<file path="config.mk">
export PLATFORM = sky130hd
export DESIGN_NAME = ssf_status
export DESIGN_NICKNAME = d
export VERILOG_FILES = /design/src/inc/ssf_pkg.sv /design/src/hdl/ssf_status.sv
export VERILOG_INCLUDE_DIRS = /design/src /design/src/inc
export SDC_FILE = /design/constraint.sdc
export NUM_CORES = 1
export LEC_CHECK = 0
export BUFFER_PORTS_ARGS = -buffer_cell sky130_fd_sc_hd__buf_2
export CAP_MARGIN = 30
export CORE_ASPECT_RATIO = 1.1
export CORE_MARGIN = 8
export CORE_UTILIZATION = 25
export DETAILED_ROUTE_END_ITERATION = 8
export GPL_TIMING_DRIVEN = 0
export PLACE_DENSITY_LB_ADDON = 0.1
export SLEW_MARGIN = 20
export SYNTH_ARGS = -nofsm -noshare
export SYNTH_HDL_FRONTEND = slang
export SYNTH_SLANG_ARGS = --single-unit
export TNS_END_PERCENT = 100
</file>
<file path="constraint.sdc">
create_clock -name pclk -period 1.64 [get_ports pclk]
set_input_delay 0.082 -clock pclk [delete_from_list [all_inputs] [get_ports pclk]]
set_output_delay 0.082 -clock pclk [all_outputs]
set_load 0.01 [all_outputs]
</file>
<file path="src/inc/ssf_params.svh">
`ifndef SSF_PARAMS_SVH
`define SSF_PARAMS_SVH

`define SSF_ADDR_W 12
`define SSF_ADDR_STATUS 12'h000
`define SSF_ADDR_CTRL 12'h004
`define SSF_ADDR_RXBUF 12'h008
`define SSF_ADDR_TXBUF 12'h00c

`define SSF_BIT_TXE 7
`define SSF_BIT_RXF 6
`define SSF_BIT_ORE 5
`define SSF_BIT_FER 4
`define SSF_BIT_PER 3
`define SSF_BIT_TX_DONE_FLAG 2
`define SSF_BIT_MPB 1
`define SSF_BIT_TX_MULTIPROC_BIT 0

`define SSF_STATUS_RST 8'h84
`define SSF_CTRL_RST 8'h00

`endif

</file>
<file path="src/inc/ssf_pkg.sv">
package ssf_pkg;

    // control word, bit 7 unused and reads zero
    typedef struct packed {
        logic tx_enable;
        logic rx_enable;
        logic two_stop;
        logic odd_parity;
        logic parity_en;
        logic mp_format;
        logic sync_mode;
    } ssf_ctrl_t;

    typedef struct packed {
        logic done;
        logic [7:0] data;
        logic parity;
        logic stop1;
        logic stop2;
        logic mp;
    } ssf_rx_evt_t;

    typedef struct packed {
        logic load;
        logic last_bit;
        logic busy;
    } ssf_tx_evt_t;

    typedef struct packed {
        logic tx_write;
        logic [7:0] tx_data;
        logic rx_read;
    } ssf_dma_t;

endpackage

</file>
<file path="src/hdl/ssf_status.sv">
// Functional notes
// - receive completing while rx_buf_full is 1 sets rx_overrun_flag.
// - overrun flag clears on reset, standby, or read-one then write-zero.
// - dropping rx_enable leaves overrun, framing and parity flags unchanged.
// - on overrun keep old rx_buf contents, drop the new character.
// - any error flag stops reception; in synchronous mode also transmission.
// - asynchronous mode: stop bit sampled as 0 sets rx_framing_flag.
// - with two stop bits only the first is checked.
// - framing or parity error stores the character but leaves rx_buf_full clear.
// - framing flag clears on reset, standby, or read-one then write-zero.
// - asynchronous mode, parity enabled: ones count mismatching odd/even choice sets rx_parity_flag.
// - parity flag clears on reset, standby, or read-one then write-zero.
// - tx_done_flag sets on reset, standby, tx_enable low, or last bit with empty buffer.
// - tx_done_flag clears when tx_buf_empty is cleared by software or DMA write.
// - tx_done_flag is read-only, ignores writes, resets to 1.
// - asynchronous multiprocessor reception captures the received bit; read-only, resets 0.
// - dropping rx_enable keeps the captured multiprocessor bit.
// - writable tx_multiproc_bit, reset 0, is appended to multiprocessor characters.
// - tx_multiproc_bit ignored in synchronous mode, non-multiprocessor format, or idle.
// - writing 1 to buffer or error flags has no effect.
// - writing 0 clears a flag only after it was read as 1.
// - status word is 8 bits, 0x84 after reset and standby.
`timescale 1ns/1ps
`include "ssf_params.svh"

module ssf_status (
    input wire logic pclk,
    input wire logic presetn,
    input wire logic psel,
    input wire logic penable,
    input wire logic pwrite,
    input wire logic [`SSF_ADDR_W-1:0] paddr,
    input wire logic [31:0] pwdata,
    output logic [31:0] prdata,
    output logic pready,
    output logic pslverr,
    input wire logic standby,
    input wire ssf_pkg::ssf_rx_evt_t rx_evt,
    input wire ssf_pkg::ssf_tx_evt_t tx_evt,
    input wire ssf_pkg::ssf_dma_t dma,
    output logic rx_hold,
    output logic tx_inhibit,
    output logic tx_mp_out,
    output logic [7:0] rx_buf_data,
    output logic [7:0] tx_buf_data,
    output logic [7:0] status_word
);

    function automatic logic addr_is(input logic [`SSF_ADDR_W-1:0] a, input logic [`SSF_ADDR_W-1:0] r);
        return a == r;
    endfunction

    logic [7:0] ctrl_q;
    ssf_pkg::ssf_ctrl_t ctrl;
    logic [31:0] prdata_q;
    logic [7:0] rd_mux;
    logic [7:3] armed_q;
    logic [7:3] clr_req;
    logic txe_q, rxf_q, ore_q, fer_q, per_q, tx_done_flag_q, mpb_q, tx_multiproc_bit_q;
    logic [7:0] rx_buf_q;
    logic [7:0] tx_buf_q;
    logic setup, access, wr, rd, mapped, st_wr, st_rd;
    logic async_mode, err_any, rx_take, rx_store;
    logic ovr_evt, fer_evt, per_evt, good_rx;

    assign ctrl = ssf_pkg::ssf_ctrl_t'(ctrl_q[6:0]);
    assign async_mode = ~ctrl.sync_mode;

    assign setup = psel & ~penable;
    assign access = psel & penable;
    assign wr = access & pwrite;
    assign rd = access & ~pwrite;
    assign mapped = addr_is(paddr, `SSF_ADDR_STATUS) | addr_is(paddr, `SSF_ADDR_CTRL) |
                    addr_is(paddr, `SSF_ADDR_RXBUF) | addr_is(paddr, `SSF_ADDR_TXBUF);
    assign st_wr = wr & addr_is(paddr, `SSF_ADDR_STATUS);
    assign st_rd = rd & addr_is(paddr, `SSF_ADDR_STATUS);

    // zero wait states: read data is captured in the setup cycle
    assign pready = 1'b1;
    assign pslverr = access & ~mapped;
    assign prdata = prdata_q;

    assign status_word = {txe_q, rxf_q, ore_q, fer_q, per_q, tx_done_flag_q, mpb_q, tx_multiproc_bit_q};

    always_comb begin
        rd_mux = 8'h00;
        if (addr_is(paddr, `SSF_ADDR_STATUS)) begin
            rd_mux = status_word;
        end else if (addr_is(paddr, `SSF_ADDR_CTRL)) begin
            rd_mux = {1'b0, ctrl_q[6:0]};
        end else if (addr_is(paddr, `SSF_ADDR_RXBUF)) begin
            rd_mux = rx_buf_q;
        end else if (addr_is(paddr, `SSF_ADDR_TXBUF)) begin
            rd_mux = tx_buf_q;
        end
    end

    always_ff @(posedge pclk or negedge presetn) begin
        if (!presetn) begin
            prdata_q <= 32'h0000_0000;
        end else if (setup) begin
            prdata_q <= {24'h00_0000, rd_mux};
        end
    end

    // standby also drops the enables, which forces both transmit flags high
    always_ff @(posedge pclk or negedge presetn) begin
        if (!presetn) begin
            ctrl_q <= `SSF_CTRL_RST;
        end else if (standby) begin
            ctrl_q <= `SSF_CTRL_RST;
        end else if (wr && addr_is(paddr, `SSF_ADDR_CTRL)) begin
            ctrl_q <= {1'b0, pwdata[6:0]};
        end
    end

    // arming remembers a read of 1; it drops whenever the flag goes to 0
    genvar gi;
    generate
        for (gi = 3; gi <= 7; gi++) begin : g_arm
            always_ff @(posedge pclk or negedge presetn) begin
                if (!presetn) begin
                    armed_q[gi] <= 1'b0;
                end else begin
                    armed_q[gi] <= status_word[gi] & (armed_q[gi] | (st_rd & prdata_q[gi]));
                end
            end
            assign clr_req[gi] = st_wr & ~pwdata[gi] & armed_q[gi];
        end
    endgenerate

    // errors freeze the receiver until software has cleared them
    assign err_any = ore_q | fer_q | per_q;
    assign rx_hold = err_any;
    assign tx_inhibit = ctrl.sync_mode & err_any;
    assign rx_take = rx_evt.done & ctrl.rx_enable & ~err_any;
    assign rx_store = rx_take & ~rxf_q;
    assign ovr_evt = rx_take & rxf_q;
    // stop2 is deliberately not looked at
    assign fer_evt = rx_store & async_mode & ~rx_evt.stop1;
    assign per_evt = rx_store & async_mode & ctrl.parity_en &
                     ((^rx_evt.data ^ rx_evt.parity) != ctrl.odd_parity);
    assign good_rx = rx_store & ~fer_evt & ~per_evt;

    // flag processes: a set wins over a same-cycle software or DMA clear; standby wins over a set
    always_ff @(posedge pclk or negedge presetn) begin
        if (!presetn) begin
            ore_q <= 1'b0;
        end else if (standby) begin
            ore_q <= 1'b0;
        end else if (ovr_evt) begin
            ore_q <= 1'b1;
        end else if (clr_req[`SSF_BIT_ORE]) begin
            ore_q <= 1'b0;
        end
    end

    always_ff @(posedge pclk or negedge presetn) begin
        if (!presetn) begin
            fer_q <= 1'b0;
        end else if (standby) begin
            fer_q <= 1'b0;
        end else if (fer_evt) begin
            fer_q <= 1'b1;
        end else if (clr_req[`SSF_BIT_FER]) begin
            fer_q <= 1'b0;
        end
    end

    always_ff @(posedge pclk or negedge presetn) begin
        if (!presetn) begin
            per_q <= 1'b0;
        end else if (standby) begin
            per_q <= 1'b0;
        end else if (per_evt) begin
            per_q <= 1'b1;
        end else if (clr_req[`SSF_BIT_PER]) begin
            per_q <= 1'b0;
        end
    end

    always_ff @(posedge pclk or negedge presetn) begin
        if (!presetn) begin
            rxf_q <= 1'b0;
        end else if (standby) begin
            rxf_q <= 1'b0;
        end else if (good_rx) begin
            rxf_q <= 1'b1;
        end else if (clr_req[`SSF_BIT_RXF] || dma.rx_read) begin
            rxf_q <= 1'b0;
        end
    end

    // erroneous characters still land in the buffer; overrun ones do not
    always_ff @(posedge pclk or negedge presetn) begin
        if (!presetn) begin
            rx_buf_q <= 8'h00;
        end else if (rx_store) begin
            rx_buf_q <= rx_evt.data;
        end
    end

    always_ff @(posedge pclk or negedge presetn) begin
        if (!presetn) begin
            mpb_q <= 1'b0;
        end else if (standby) begin
            mpb_q <= 1'b0;
        end else if (rx_store && async_mode && ctrl.mp_format) begin
            mpb_q <= rx_evt.mp;
        end
    end

    // load wins over a same-cycle clear so the flag never hides a free buffer
    always_ff @(posedge pclk or negedge presetn) begin
        if (!presetn) begin
            txe_q <= 1'b1;
        end else if (standby || !ctrl.tx_enable || tx_evt.load) begin
            txe_q <= 1'b1;
        end else if (clr_req[`SSF_BIT_TXE] || dma.tx_write) begin
            txe_q <= 1'b0;
        end
    end

    // no write path of its own: writing its bit never changes it, only a TXE clear or DMA write drops it
    always_ff @(posedge pclk or negedge presetn) begin
        if (!presetn) begin
            tx_done_flag_q <= 1'b1;
        end else if (standby || !ctrl.tx_enable || (tx_evt.last_bit && txe_q)) begin
            tx_done_flag_q <= 1'b1;
        end else if (clr_req[`SSF_BIT_TXE] || dma.tx_write) begin
            tx_done_flag_q <= 1'b0;
        end
    end

    always_ff @(posedge pclk or negedge presetn) begin
        if (!presetn) begin
            tx_buf_q <= 8'h00;
        end else if (dma.tx_write) begin
            tx_buf_q <= dma.tx_data;
        end else if (wr && addr_is(paddr, `SSF_ADDR_TXBUF)) begin
            tx_buf_q <= pwdata[7:0];
        end
    end

    always_ff @(posedge pclk or negedge presetn) begin
        if (!presetn) begin
            tx_multiproc_bit_q <= 1'b0;
        end else if (standby) begin
            tx_multiproc_bit_q <= 1'b0;
        end else if (st_wr) begin
            tx_multiproc_bit_q <= pwdata[`SSF_BIT_TX_MULTIPROC_BIT];
        end
    end

    // gating keeps a stale bit off the line between characters
    assign tx_mp_out = tx_multiproc_bit_q & async_mode & ctrl.mp_format & tx_evt.busy;
    assign rx_buf_data = rx_buf_q;
    assign tx_buf_data = tx_buf_q;

    a_overrun_set: assert property (@(posedge pclk) disable iff (!presetn)
        ovr_evt && !standby |=> ore_q && rxf_q)
        else $error("overrun not flagged");

    a_overrun_keeps_buf: assert property (@(posedge pclk) disable iff (!presetn)
        ovr_evt |=> rx_buf_q == $past(rx_buf_q))
        else $error("overrun replaced buffer");

    a_clear_needs_read: assert property (@(posedge pclk) disable iff (!presetn)
        st_wr && !pwdata[`SSF_BIT_ORE] && !armed_q[`SSF_BIT_ORE] && !standby && !ovr_evt |=> ore_q == $past(ore_q))
        else $error("flag cleared without prior read");

    a_write_one_inert: assert property (@(posedge pclk) disable iff (!presetn)
        st_wr && pwdata[`SSF_BIT_ORE] && !ore_q && !ovr_evt |=> !ore_q)
        else $error("write of one set a flag");

    a_read_clear_seq: assert property (@(posedge pclk) disable iff (!presetn)
        st_rd && prdata_q[`SSF_BIT_ORE] ##[2:3] (st_wr && !pwdata[`SSF_BIT_ORE] && !ovr_evt) |=> !ore_q)
        else $error("read then write zero did not clear");

    a_standby_init: assert property (@(posedge pclk) disable iff (!presetn)
        standby |=> status_word == `SSF_STATUS_RST)
        else $error("status word not 0x84 after standby");

    a_second_stop_free: assert property (@(posedge pclk) disable iff (!presetn)
        rx_store && async_mode && rx_evt.stop1 && !rx_evt.stop2 && !standby |=> !fer_q)
        else $error("second stop bit was checked");

    a_error_no_full: assert property (@(posedge pclk) disable iff (!presetn)
        (fer_evt || per_evt) && !standby |=> !rxf_q && rx_buf_q == $past(rx_evt.data) && (fer_q || per_q))
        else $error("error character handled wrongly");

    a_error_holds_rx: assert property (@(posedge pclk) disable iff (!presetn)
        err_any && rx_evt.done |-> rx_hold && tx_inhibit == ctrl.sync_mode ##1 rx_buf_q == $past(rx_buf_q))
        else $error("reception continued during error");

    a_sync_no_check: assert property (@(posedge pclk) disable iff (!presetn)
        rx_take && ctrl.sync_mode |=> !fer_q && !per_q)
        else $error("check made in synchronous mode");

    a_tx_done_flag_set: assert property (@(posedge pclk) disable iff (!presetn)
        tx_evt.last_bit && txe_q |=> tx_done_flag_q)
        else $error("transmit done not set");

    a_tx_done_flag_clear: assert property (@(posedge pclk) disable iff (!presetn)
        dma.tx_write && ctrl.tx_enable && !tx_evt.last_bit && !tx_evt.load && !standby |=> !tx_done_flag_q && !txe_q)
        else $error("transmit done not cleared by DMA write");

    a_tx_multiproc_bit_gate: assert property (@(posedge pclk) disable iff (!presetn)
        tx_mp_out |-> async_mode && ctrl.mp_format && tx_evt.busy && tx_multiproc_bit_q)
        else $error("multiprocessor bit sent when ignored");

    a_rx_off_keeps: assert property (@(posedge pclk) disable iff (!presetn)
        !ctrl.rx_enable && !standby && !clr_req[`SSF_BIT_ORE] && !clr_req[`SSF_BIT_FER] && !clr_req[`SSF_BIT_PER]
        |=> ore_q == $past(ore_q) && fer_q == $past(fer_q) && per_q == $past(per_q))
        else $error("error flags changed with receiver off");

    a_mpb_kept: assert property (@(posedge pclk) disable iff (!presetn)
        !ctrl.rx_enable && !standby |=> mpb_q == $past(mpb_q))
        else $error("multiprocessor bit changed with receiver off");

    a_mpb_capture: assert property (@(posedge pclk) disable iff (!presetn)
        rx_store && async_mode && ctrl.mp_format && !standby |=> mpb_q == $past(rx_evt.mp))
        else $error("received multiprocessor bit not captured");

    a_tx_off_done: assert property (@(posedge pclk) disable iff (!presetn)
        !ctrl.tx_enable |=> tx_done_flag_q && txe_q)
        else $error("transmit flags low with transmitter off");

    a_tx_done_flag_readonly: assert property (@(posedge pclk) disable iff (!presetn)
        st_wr && tx_done_flag_q && !clr_req[`SSF_BIT_TXE] && !dma.tx_write && !standby |=> tx_done_flag_q)
        else $error("write changed transmit done");

    a_write_one_txe: assert property (@(posedge pclk) disable iff (!presetn)
        st_wr && pwdata[`SSF_BIT_TXE] && !txe_q && ctrl.tx_enable && !tx_evt.load && !standby |=> !txe_q)
        else $error("write of one set buffer empty");

    c_overrun: cover property (@(posedge pclk) disable iff (!presetn) ovr_evt);
    c_framing: cover property (@(posedge pclk) disable iff (!presetn) fer_evt);
    c_sw_clear: cover property (@(posedge pclk) disable iff (!presetn) clr_req[`SSF_BIT_ORE] ##1 !ore_q);
    c_tx_end: cover property (@(posedge pclk) disable iff (!presetn) !tx_done_flag_q ##1 tx_done_flag_q);
    c_parity: cover property (@(posedge pclk) disable iff (!presetn) per_evt);

endmodule

</file>
==> reports/metrics.csv, run 1 <==
metric;value;unit
post_drt_wl_per_cell;17.22;um
worst_margin_pin_slew;0.7179;ns
yosysWarnings;0;
ant_nets;0;
timing_max_transition_violations_final;0;
grt_start_max_net_pins;25;
detail_route.vias_per_cell;4.583;
firstDrtPassIters;4;
synth-seq-area-share;0.4251;
cts.clk_slew.worst_paths;0.06;ns
post-synth-top-count-cell;sky130_fd_sc_hd__dfrtp_1;
holdWs;0.004783;ns
worst_r2r_startpoint;per_q$_DFFE_PN0P_;
vias;2342;
fp-row-count;39;
worst_slew_margin_rel;0.5174;
ys_ff_latch;44;
gr-total-overflow;0;
design.core.area;10250;sq um
maxCapViolations;0;
power-per-cell-area;702.5;nW/um^2
worst_setup_path_end_kind;register;
netlist-cell-type-count;44;
layout-area-overhead-vs-synth;37.25;%
ir_worst_vdd;421.4;uV
swShare;0.2508;
post_layout_nonfiller_instances;511;
min-delay-start;dma[1];
cp_max_fo;6;
primary_flip_flop_cell_chosen_by_synthesis_mapping;sky130_fd_sc_hd__dfrtp_1;
layout-drive-gt1-share;0.4175;
cp-startpoint;per_q$_DFFE_PN0P_;
htree_num_levels;2;
syn_inst;262;
first_global_vias;2534;
setup_repair_after_global_routing_missed_its_margin;yes;
min_path_type;in2reg;
synth_area_leader_cell;sky130_fd_sc_hd__dfrtp_1;
pwr-share-seq;0.448;
static-leakage-power;1.828;nW
critical_path.endpoint;rx_buf_data[7]$_DFFE_PN0N_;
cp-start-kind;register;
clkLatencyLatePin;0.28;ns
rrSetupSlack;-0.02;ns
die-width;113.2;um
clock_tree.root_cell;sky130_fd_sc_hd__clkbuf_16;
power.switching;0.6278;mW
failed_checks;setup timing;
dp_hpwl;6.974;mm
synth-async-reset-ratio;1.000;
gp_congestion;0.7476;
number_of_endpoints_with_negative_hold_slack_in_the_final_report;0;
wl;8.801;mm
timing.final.crit_share;1.009;
layout.nets;463;
synth.area.top_cells;sky130_fd_sc_hd__dfrtp_1 40%, sky130_fd_sc_hd__buf_4 9.5%, sky130_fd_sc_hd__mux2_2 6.1%, sky130_fd_sc_hd__mux2i_1 4.2%, sky130_fd_sc_hd__o21ai_0 4.0%;
die_height;122.9;um
reg2reg_depth;5;
cts_tree;yes;
power.combinational.fraction;0.145;
grt_use_total;0.1268;
number_of_synthesized_flops_with_an_enable_pin;0;
synth.avg_cell_area;9.909;sq um
finClkSkew;0.003930;ns
antenna_found_initial;0;
run_status;complete, but fails checks;
setup_viol;5;
initial_core_util;0.2534;
io-pin-count;137;
fmaxAchievable;0.6040;GHz
nFillCells;1081;
p_int;1.876;mW
post-synth-top-area-fraction;0.4048;
timing.critical_path.arrival;1.82;ns
crit_required;1.81;ns
first_iter_violations;103;
ys_top_cells_by_count;42 x sky130_fd_sc_hd__dfrtp_1, 33 x sky130_fd_sc_hd__buf_4, 23 x sky130_fd_sc_hd__nand2_1;
setup_ws;-0.01555;ns
residual_drc;0;
timing.rr.end;rx_buf_data[7]$_DFFE_PN0N_;
placed_area;3293;sq um
grt_pass1_wl;13.74;mm
clock-sinks;44;
cts_made_buffers;5;
postLayoutCellArea;3563;sq um
clock_tree.buffer_depth;2;
numPlacedInstances;495;
place.port_buffers;86;
die-area;13910;sq um
period_needed;1.656;ns
clock_power_share;0.407;
critical_path_class;reg2reg;
netlist_area;2596;sq um
num_antenna_cells;0;
==> layer usage <==
layer,global-route usage,vias up,wire length [um]
met4,0.03667,0,125
met5,0,-,0
met1,0.1584,1133,3834
met2,0.2130,77,4332
li1,-,1125,-
met3,0.03100,7,509
==> cell type report <==
| class | instances | area [sq um] | share of cell area |
|---|---|---|---|
| plain buffers | 45 | 322.8 | 0.09059 |
| clock buffers | 8 | 146.4 | 0.04108 |
| inverters | 4 | 15.01 | 0.004213 |
| multi-input cells | 192 | 1296 | 0.3638 |
| flip-flops and latches | 44 | 1104 | 0.3097 |
| well taps | 123 | 153.9 | 0.04319 |
| repair buffers | 95 | 525.5 | 0.1475 |
==> state kept, by name, indices dropped and copies added (netlist names) <==
signal / count
mpb_q: 1
armed_q: 5
ore_q: 1
rxf_q: 1
ctrl_q: 7
prdata: 8
tx_done_flag_q: 1
tx_buf_data: 8
per_q: 1
rx_buf_data: 8
txe_q: 1
tx_multiproc_bit_q: 1
fer_q: 1
==> logic make-up (layout without fill, tap and decap cells) <==
logic type      count (synthesis)  in the layout  synth area share
simple gates                   78             78            0.1706
mux                            25             25            0.1031
buf+inv                        49            152            0.1277
other cells                     2             25          0.002893
compound gates                 56             56            0.1383
xor+xnor                        8              8           0.03229
flops                          44             44            0.4251
==> per-stage QoR <==
step	setup WS (ns)	setup TNS [ns]	total power, mW	util
2_1_floorplan	-0.03194	-0.2555	1.320	-
3_3_place_gp	-0.2477	-2.444	1.492	0.3188
3_5_place_dp	-0.2402	-2.267	1.503	0.3214
5_1_grt	-0.05243	-0.3344	2.628	0.3477
6_report	-0.01555	-0.05875	2.503	0.3477
4_1_cts	-0.03210	-0.2053	2.541	0.3457
==> worst max-delay path, cell delays in order (launching register included) <==
cell	delay [ns]
sky130_fd_sc_hd__dfrtp_1	0.38
sky130_fd_sc_hd__or3_1	0.39
sky130_fd_sc_hd__buf_6	0.15
sky130_fd_sc_hd__nor3_4	0.15
sky130_fd_sc_hd__buf_6	0.17
sky130_fd_sc_hd__mux2_4	0.30
==> cells in the final DEF, fill, tap and decap left out, types with 2 or more instances in the layout <==
master,Yosys,final
sky130_fd_sc_hd__o31a_1,2,2
sky130_fd_sc_hd__mux2i_1,11,11
sky130_fd_sc_hd__a211o_1,2,2
sky130_fd_sc_hd__mux2_2,14,6
sky130_fd_sc_hd__dfrtp_1,42,42
sky130_fd_sc_hd__clkbuf_16,0,5
sky130_fd_sc_hd__dlygate4sd3_1,0,3
sky130_fd_sc_hd__buf_2,4,89
sky130_fd_sc_hd__nor2_1,13,13
sky130_fd_sc_hd__mux2_4,0,8
sky130_fd_sc_hd__nor4_4,2,2
sky130_fd_sc_hd__clkbuf_1,5,7
sky130_fd_sc_hd__nand2_1,23,23
sky130_fd_sc_hd__buf_6,1,4
sky130_fd_sc_hd__conb_1,2,25
sky130_fd_sc_hd__o21ai_0,21,21
sky130_fd_sc_hd__o31ai_1,6,6
sky130_fd_sc_hd__nor4_2,0,3
sky130_fd_sc_hd__nor2b_1,6,6
sky130_fd_sc_hd__nand3_1,11,11
sky130_fd_sc_hd__a31oi_1,3,3
sky130_fd_sc_hd__or3_1,2,2
sky130_fd_sc_hd__and3_1,2,2
sky130_fd_sc_hd__a21oi_1,10,10
sky130_fd_sc_hd__xnor2_1,6,6
sky130_fd_sc_hd__o221ai_1,7,7
sky130_fd_sc_hd__nand4_2,2,2
sky130_fd_sc_hd__inv_1,4,4
sky130_fd_sc_hd__nand2b_1,6,6
sky130_fd_sc_hd__dfstp_2,2,2
sky130_fd_sc_hd__buf_4,33,36
==> power groups by stage <==
stage / registers, mW / clock network (mW) / logic [mW]
3_5_place_dp: 1.14 / 0 / 0.360
4_1_cts: 1.12 / 1.05 / 0.367
2_1_floorplan: 1.14 / 0 / 0.176
3_3_place_gp: 1.14 / 0 / 0.349
5_1_grt: 1.12 / 1.10 / 0.405
6_report: 1.12 / 1.02 / 0.363
==> how the worst min path moves through the flow <==
| stage | to | slack (ns) | cells past startpoint |
|---|---|---|---|
| 2_1_floorplan | armed_q[3]$_DFF_PN0_ | -0.21 | 0 |
| 3_3_place_gp | txe_q$_DFFE_PN1P_ | 0.27 | 2 |
| 5_1_grt | tx_buf_data[5]$_DFFE_PN0P_ | 0.02 | 3 |
| 3_5_place_dp | rx_buf_data[6]$_DFFE_PN0N_ | 0.10 | 1 |
| 4_1_cts | tx_buf_data[0]$_DFFE_PN0P_ | 0.002 | 3 |
| 6_report | tx_buf_data[0]$_DFFE_PN0P_ | 0.005 | 3 |
==> what timing repair did <==
action | 4_1_cts | 5_1_grt
endpoints found under the hold margin | 22 | 0
buffers inserted | 5 | 0
setup endpoints to repair | 12 | 11
pin swaps | 2 | 1
resized for setup | 9 | 5
gates cloned | 0 | 0
hold buffers | 3 | 0
No activity file was read; power rests on OpenSTA's default activity.
==> run 2, diff against run 1 <==
- SKIP_CTS_REPAIR_TIMING: unset -> 1
==> reports/metrics.csv, run 2 (synthesized netlist as in run 1, its figures left out) <==
metric;value;unit;change
firstDrtPassIters;5;;was 4
run_status;complete, but fails checks;;unchanged
layout_commonest_cell;sky130_fd_sc_hd__buf_2;;unchanged
failed_checks;setup timing;;unchanged
detail_route.vias_per_cell;4.596;;was 4.583
num_antenna_cells;0;;unchanged
slowest_delay;0.41;ns;was 0.39 ns
gr-total-overflow;0;;unchanged
dp_hpwl;6.974;mm;unchanged
worst_r2r_startpoint;ore_q$_DFFE_PN0P_;;was per_q$_DFFE_PN0P_
crit_required;1.81;ns;about the same
fp-row-count;39;;unchanged
path_cells;or3_1 > buf_6 > nor3_4 > buf_12 > mux2_2;;was or3_1 > buf_6 > nor3_4 > buf_6 > mux2_4
setup_viol;9;;was 5
holdWs;0.002832;ns;was 0.004783 ns
cp-start-kind;register;;unchanged
die-width;113.2;um;unchanged
min_path_type;in2reg;;unchanged
cts_made_buffers;5;;unchanged
vias;2335;;was 2342
layout-area-overhead-vs-synth;35.61;%;was 37.25%
final.setup.tns;-0.8489;ns;was -0.05875 ns
antenna_found_initial;0;;unchanged
timing.rr.end;rx_buf_data[1]$_DFFE_PN0N_;;was rx_buf_data[7]$_DFFE_PN0N_
worst_setup_path_end_kind;register;;unchanged
timing.final.crit_share;1.071;;was 1.009
ant_nets;0;;unchanged
die-area;13910;sq um;unchanged
placed_area;3293;sq um;unchanged
clkLatencyLatePin;0.28;ns;about the same
cp_max_fo;9;;was 6
cts_tree;yes;;unchanged
numPlacedInstances;495;;unchanged
die_height;122.9;um;unchanged
io-pin-count;137;;unchanged
worst_margin_pin_slew;0.6808;ns;was 0.7179 ns
timing.critical_path.arrival;1.92;ns;was 1.82 ns
critical_path_class;reg2reg;;unchanged
htree_num_levels;2;;unchanged
power-per-cell-area;709.5;nW/um^2;was 702.5 nW/um^2
post_drt_wl_per_cell;17.25;um;was 17.22 um
critical-path-slowest-cell;sky130_fd_sc_hd__dfrtp_1;;was sky130_fd_sc_hd__or3_1
setup_repair_after_global_routing_missed_its_margin;yes;;unchanged
clock_tree.buffer_depth;2;;unchanged
reg2reg_depth;5;;unchanged
fmaxAchievable;0.5696;GHz;was 0.6040 GHz
initial_core_util;0.2534;;unchanged
post_layout_nonfiller_instances;508;;was 511
ir_worst_vdd;420.4;uV;was 421.4 uV
layout.nets;460;;was 463
gp_congestion;0.7476;;unchanged
residual_drc;0;;unchanged
worst_slew_margin_rel;0.5424;;was 0.5174
cp-startpoint;ore_q$_DFFE_PN0P_;;was per_q$_DFFE_PN0P_
place.port_buffers;86;;unchanged
layout.cells.most_common_list;89 x sky130_fd_sc_hd__buf_2, 42 x sky130_fd_sc_hd__dfrtp_1, 35 x sky130_fd_sc_hd__buf_4;;was 89 x sky130_fd_sc_hd__buf_2, 42 x sky130_fd_sc_hd__dfrtp_1, 36 x sky130_fd_sc_hd__buf_4
grt_start_max_net_pins;25;;unchanged
postLayoutCellArea;3521;sq um;was 3563 sq um
first_iter_violations;93;;was 103
power;2.498;mW;was 2.503 mW
first_global_vias;2501;;was 2534
maxCapViolations;0;;unchanged
static-leakage-power;1.808;nW;was 1.828 nW
critical_path.endpoint;rx_buf_data[1]$_DFFE_PN0N_;;was rx_buf_data[7]$_DFFE_PN0N_
nFillCells;1088;;was 1081
grt_pass1_wl;13.57;mm;was 13.74 mm
timing_max_transition_violations_final;0;;unchanged
rrSetupSlack;-0.12;ns;was -0.02 ns
number_of_endpoints_with_negative_hold_slack_in_the_final_report;0;;unchanged
finClkSkew;0.002919;ns;was 0.003930 ns
period_needed;1.756;ns;was 1.656 ns
clock-sinks;44;;unchanged
wl;8.764;mm;was 8.801 mm
design.core.area;10250;sq um;unchanged
clock_tree.root_cell;sky130_fd_sc_hd__clkbuf_16;;unchanged
setup_ws;-0.1157;ns;was -0.01555 ns
grt_use_total;0.1255;;was 0.1268
layout-drive-gt1-share;0.4156;;was 0.4175
cts.clk_slew.worst_paths;0.06;ns;about the same
## run 2: cell count changes in the layout (fill, tap and decap cells not counted), sizes merged
| cell | previous run | this run |
|---|---|---|
| buf | 132 | 130 |
| dlygate4sd3 | 3 | 2 |
## run 2: report_power, final
part,total [mW],internal [mW],switching [mW]
clock network,1.02,0.608,0.408
registers,1.12,1.10,0.0179
logic,0.360,0.162,0.199
total,2.50,1.87,0.624
## run 2: how the worst min path moves through the flow
stage	startpoint	to	slack, ns	depth (start not counted)
after global routing	dma[6]	tx_buf_data[5]$_DFFE_PN0P_	0.02	3
final	dma[2]	tx_buf_data[1]$_DFFE_PN0P_	0.003	3
after CTS	presetn	rx_buf_data[6]$_DFFE_PN0N_	-0.20	1
after detailed placement	presetn	rx_buf_data[6]$_DFFE_PN0N_	0.10	1
after global placement	tx_evt[2]	txe_q$_DFFE_PN1P_	0.27	2
after floorplan	presetn	armed_q[3]$_DFF_PN0_	-0.21	0
## run 2: worst max-delay path, delay by kind of cell, from the launching register on
family,cells,cell delay (ns)
buffers and inverters,2,0.30
and+or+nand+nor,2,0.60
muxes,1,0.33
DFF,1,0.41
## run 2: through the flow
stage                     worst slack, ns    util
after global routing              -0.1656  0.3436
after floorplan                  -0.03194       -
after global placement            -0.2477  0.3188
final                             -0.1157  0.3436
after CTS                         -0.2576  0.3357
after detailed placement          -0.2402  0.3214
## run 2: cell type report
cell class / instances / area, sq um / area share
sequential: 44 / 1104 / 0.3134
clock buffer: 8 / 146.4 / 0.04158
tap: 123 / 153.9 / 0.04371
multi-input combinational: 192 / 1274 / 0.3618
inverter: 4 / 15.01 / 0.004264
buffer: 45 / 322.8 / 0.09168
timing repair buffer: 92 / 505.5 / 0.1436
## run 2: per-layer routing
metal,wire length [um],GRT usage,up-vias
met5,0,0,-
li1,-,-,1118
met3,505,0.03100,6
met1,3807,0.1564,1133
met2,4347,0.2111,78
met4,104,0.03667,0
==> run 3, diff against run 2 <==
- SETUP_SLACK_MARGIN: unset -> 0.3
==> reports/metrics.csv, run 3 (synthesized netlist as in run 1, its figures left out) <==
metric;value;unit;change
clock-sinks;44;;unchanged
worst_slew_margin_rel;0.6048;;was 0.5424
postLayoutCellArea;3636;sq um;was 3521 sq um
io-pin-count;137;;unchanged
rrSetupSlack;-0.07;ns;was -0.12 ns
power.combinational.fraction;0.149;;was 0.144
die-width;113.2;um;unchanged
layout-drive-gt1-share;0.4543;;was 0.4156
design.core.area;10250;sq um;unchanged
htree_num_levels;2;;unchanged
clock_tree.root_cell;sky130_fd_sc_hd__clkbuf_16;;unchanged
cp_max_fo;9;;unchanged
setup_viol;8;;was 9
min_path_type;in2reg;;unchanged
reg2reg_depth;5;;unchanged
worst_setup_path_end_kind;register;;unchanged
maxCapViolations;0;;unchanged
worst_r2r_startpoint;ore_q$_DFFE_PN0P_;;unchanged
numPlacedInstances;496;;was 495
holdWs;-0.001826;ns;was 0.002832 ns
slowest_delay;0.39;ns;was 0.41 ns
gr-total-overflow;0;;unchanged
post_drt_wl_per_cell;16.98;um;was 17.25 um
timing.critical_path.arrival;1.88;ns;was 1.92 ns
num_antenna_cells;0;;unchanged
failed_checks;hold timing, setup timing;;was setup timing
first_iter_violations;96;;was 93
cts_made_buffers;5;;unchanged
power.switching;0.6235;mW;was 0.6244 mW
initial_core_util;0.2534;;unchanged
postLayoutCoreUtil;0.3548;;was 0.3436
die_height;122.9;um;unchanged
finClkSkew;0.003157;ns;was 0.002919 ns
residual_drc;0;;unchanged
timing.rr.end;rx_buf_data[2]$_DFFE_PN0N_;;was rx_buf_data[1]$_DFFE_PN0N_
min-delay-start;dma[2];;unchanged
seqCellArea;1107;sq um;was 1104 sq um
place.port_buffers;86;;unchanged
cts_tree;yes;;unchanged
static-leakage-power;1.858;nW;was 1.808 nW
run_status;complete, but fails checks;;unchanged
setup_repair_after_global_routing_missed_its_margin;yes;;unchanged
power-per-cell-area;672.7;nW/um^2;was 709.5 nW/um^2
period_needed;1.712;ns;was 1.756 ns
setup_ws;-0.07188;ns;was -0.1157 ns
clock_tree.buffer_depth;2;;unchanged
fp-row-count;39;;unchanged
ir_worst_vdd;338.3;uV;was 420.4 uV
detailedPlace.worstSlack;-0.2516;ns;was -0.2402 ns
gp_congestion;0.7871;;was 0.7476
timing.final.crit_share;1.044;;was 1.071
first_global_vias;2419;;was 2501
fmaxAchievable;0.5842;GHz;was 0.5696 GHz
grt_start_max_net_pins;28;;was 25
path_cells;or3_1 > buf_6 > nor3_4 > buf_12 > mux2_2;;unchanged
min_delay_worst_endpoint;tx_buf_data[1]$_DFFE_PN0P_;;unchanged
post_layout_nonfiller_instances;517;;was 508
critical_path_class;reg2reg;;unchanged
multi_input_area;1318;sq um;was 1274 sq um
pwr-share-seq;0.458;;was 0.449
ant_nets;0;;unchanged
timing.critical_path.max_delay_family;simple AND/OR/NAND/NOR gates;;unchanged
swShare;0.2549;;was 0.2499
worstHoldPathCells;3;;unchanged
cts.clk_slew.worst_paths;0.06;ns;about the same
p_int;1.822;mW;was 1.874 mW
number_of_endpoints_with_negative_hold_slack_in_the_final_report;1;;was 0
antenna_found_initial;0;;unchanged
vias;2327;;was 2335
critical-path-slowest-cell;sky130_fd_sc_hd__dfrtp_1;;unchanged
layout-area-overhead-vs-synth;40.05;%;was 35.61%
timing_max_transition_violations_final;0;;unchanged
clock_power_share;0.392;;was 0.407
firstDrtPassIters;4;;was 5
cp-start-kind;register;;unchanged
layout_commonest_cell;sky130_fd_sc_hd__buf_2;;unchanged
worst_margin_pin_slew;0.5927;ns;was 0.6808 ns
wl;8.779;mm;was 8.764 mm
die-area;13910;sq um;unchanged
dp_hpwl;6.992;mm;was 6.974 mm
detail_route.vias_per_cell;4.501;;was 4.596
grt_pass1_wl;13.48;mm;was 13.57 mm
layout.cells.most_common_list;90 x sky130_fd_sc_hd__buf_2, 44 x sky130_fd_sc_hd__buf_4, 39 x sky130_fd_sc_hd__dfrtp_1;;was 89 x sky130_fd_sc_hd__buf_2, 42 x sky130_fd_sc_hd__dfrtp_1, 35 x sky130_fd_sc_hd__buf_4
placed_area;3313;sq um;was 3293 sq um
critical_path_buf_inv_count;2;;unchanged
grt_use_total;0.1271;;was 0.1255
crit_required;1.81;ns;about the same
clkLatencyLatePin;0.28;ns;about the same
layout.nets;470;;was 460
nFillCells;1100;;was 1088
## run 3: cell types whose count changed in the layout (fill, tap and decap cells not counted), sizes merged
| cell | before | now |
|---|---|---|
| clkbuf | 13 | 9 |
| clkinv | 0 | 1 |
| buf | 130 | 142 |
## run 3: worst register-to-register path, delay by kind of cell (launching register included)
kind | cells | cell delay, ns
simple gates | 2 | 0.58
buf+inv | 2 | 0.30
mux | 1 | 0.33
flops | 1 | 0.39
## run 3: worst max path at each step
stage | startpoint | end | slack (ns) | depth (start not counted)
detailed placement | ore_q$_DFFE_PN0P_ | rx_buf_data[2]$_DFFE_PN0N_ | -0.25 | 4
global route | ore_q$_DFFE_PN0P_ | rx_buf_data[4]$_DFFE_PN0N_ | -0.12 | 5
finish | ore_q$_DFFE_PN0P_ | rx_buf_data[2]$_DFFE_PN0N_ | -0.07 | 5
floorplan | ore_q$_DFFE_PN0P_ | rx_buf_data[0]$_DFFE_PN0N_ | -0.03 | 4
CTS | ore_q$_DFFE_PN0P_ | rx_buf_data[4]$_DFFE_PN0N_ | -0.26 | 4
global placement | ore_q$_DFFE_PN0P_ | rx_buf_data[2]$_DFFE_PN0N_ | -0.25 | 4
## run 3: power groups by stage
stage          logic (mW)  registers, mW  clock network, mW
2_1_floorplan       0.176           1.14                  0
3_3_place_gp        0.349           1.14                  0
3_5_place_dp        0.358           1.14                  0
4_1_cts             0.359           1.12              0.993
5_1_grt             0.406           1.12               1.05
6_report            0.366           1.12              0.960
## run 3: metal layers
metal / up-vias / part of all wire / GRT usage
met1: 1107 / 0.43 / 0.1560
li1: 1138 / - / -
met5: - / 0 / 0
met4: 0 / 0.014 / 0.03667
met3: 8 / 0.060 / 0.03740
met2: 74 / 0.50 / 0.2122
## run 3: cell type report
| type | instances | share of cell area |
|---|---|---|
| Multi-Input combinational cell | 192 | 0.3624 |
| Clock buffer | 6 | 0.03544 |
| Tap cell | 123 | 0.04233 |
| Sequential cell | 44 | 0.3045 |
| Timing Repair Buffer | 102 | 0.1607 |
| Buffer | 45 | 0.08913 |
| Clock inverter | 1 | 0.001376 |
| Inverter | 4 | 0.004129 |
## run 3: stage by stage
stage          hold slack, ns  power (mW)  TNS (ns)
2_1_floorplan         -0.2136       1.320   -0.2304
5_1_grt              0.005348       2.582   -0.9407
6_report            -0.001826       2.446   -0.5471
3_5_place_dp          0.06548       1.500    -2.450
4_1_cts               -0.2405       2.473    -2.294
3_3_place_gp           0.2787       1.492    -2.361
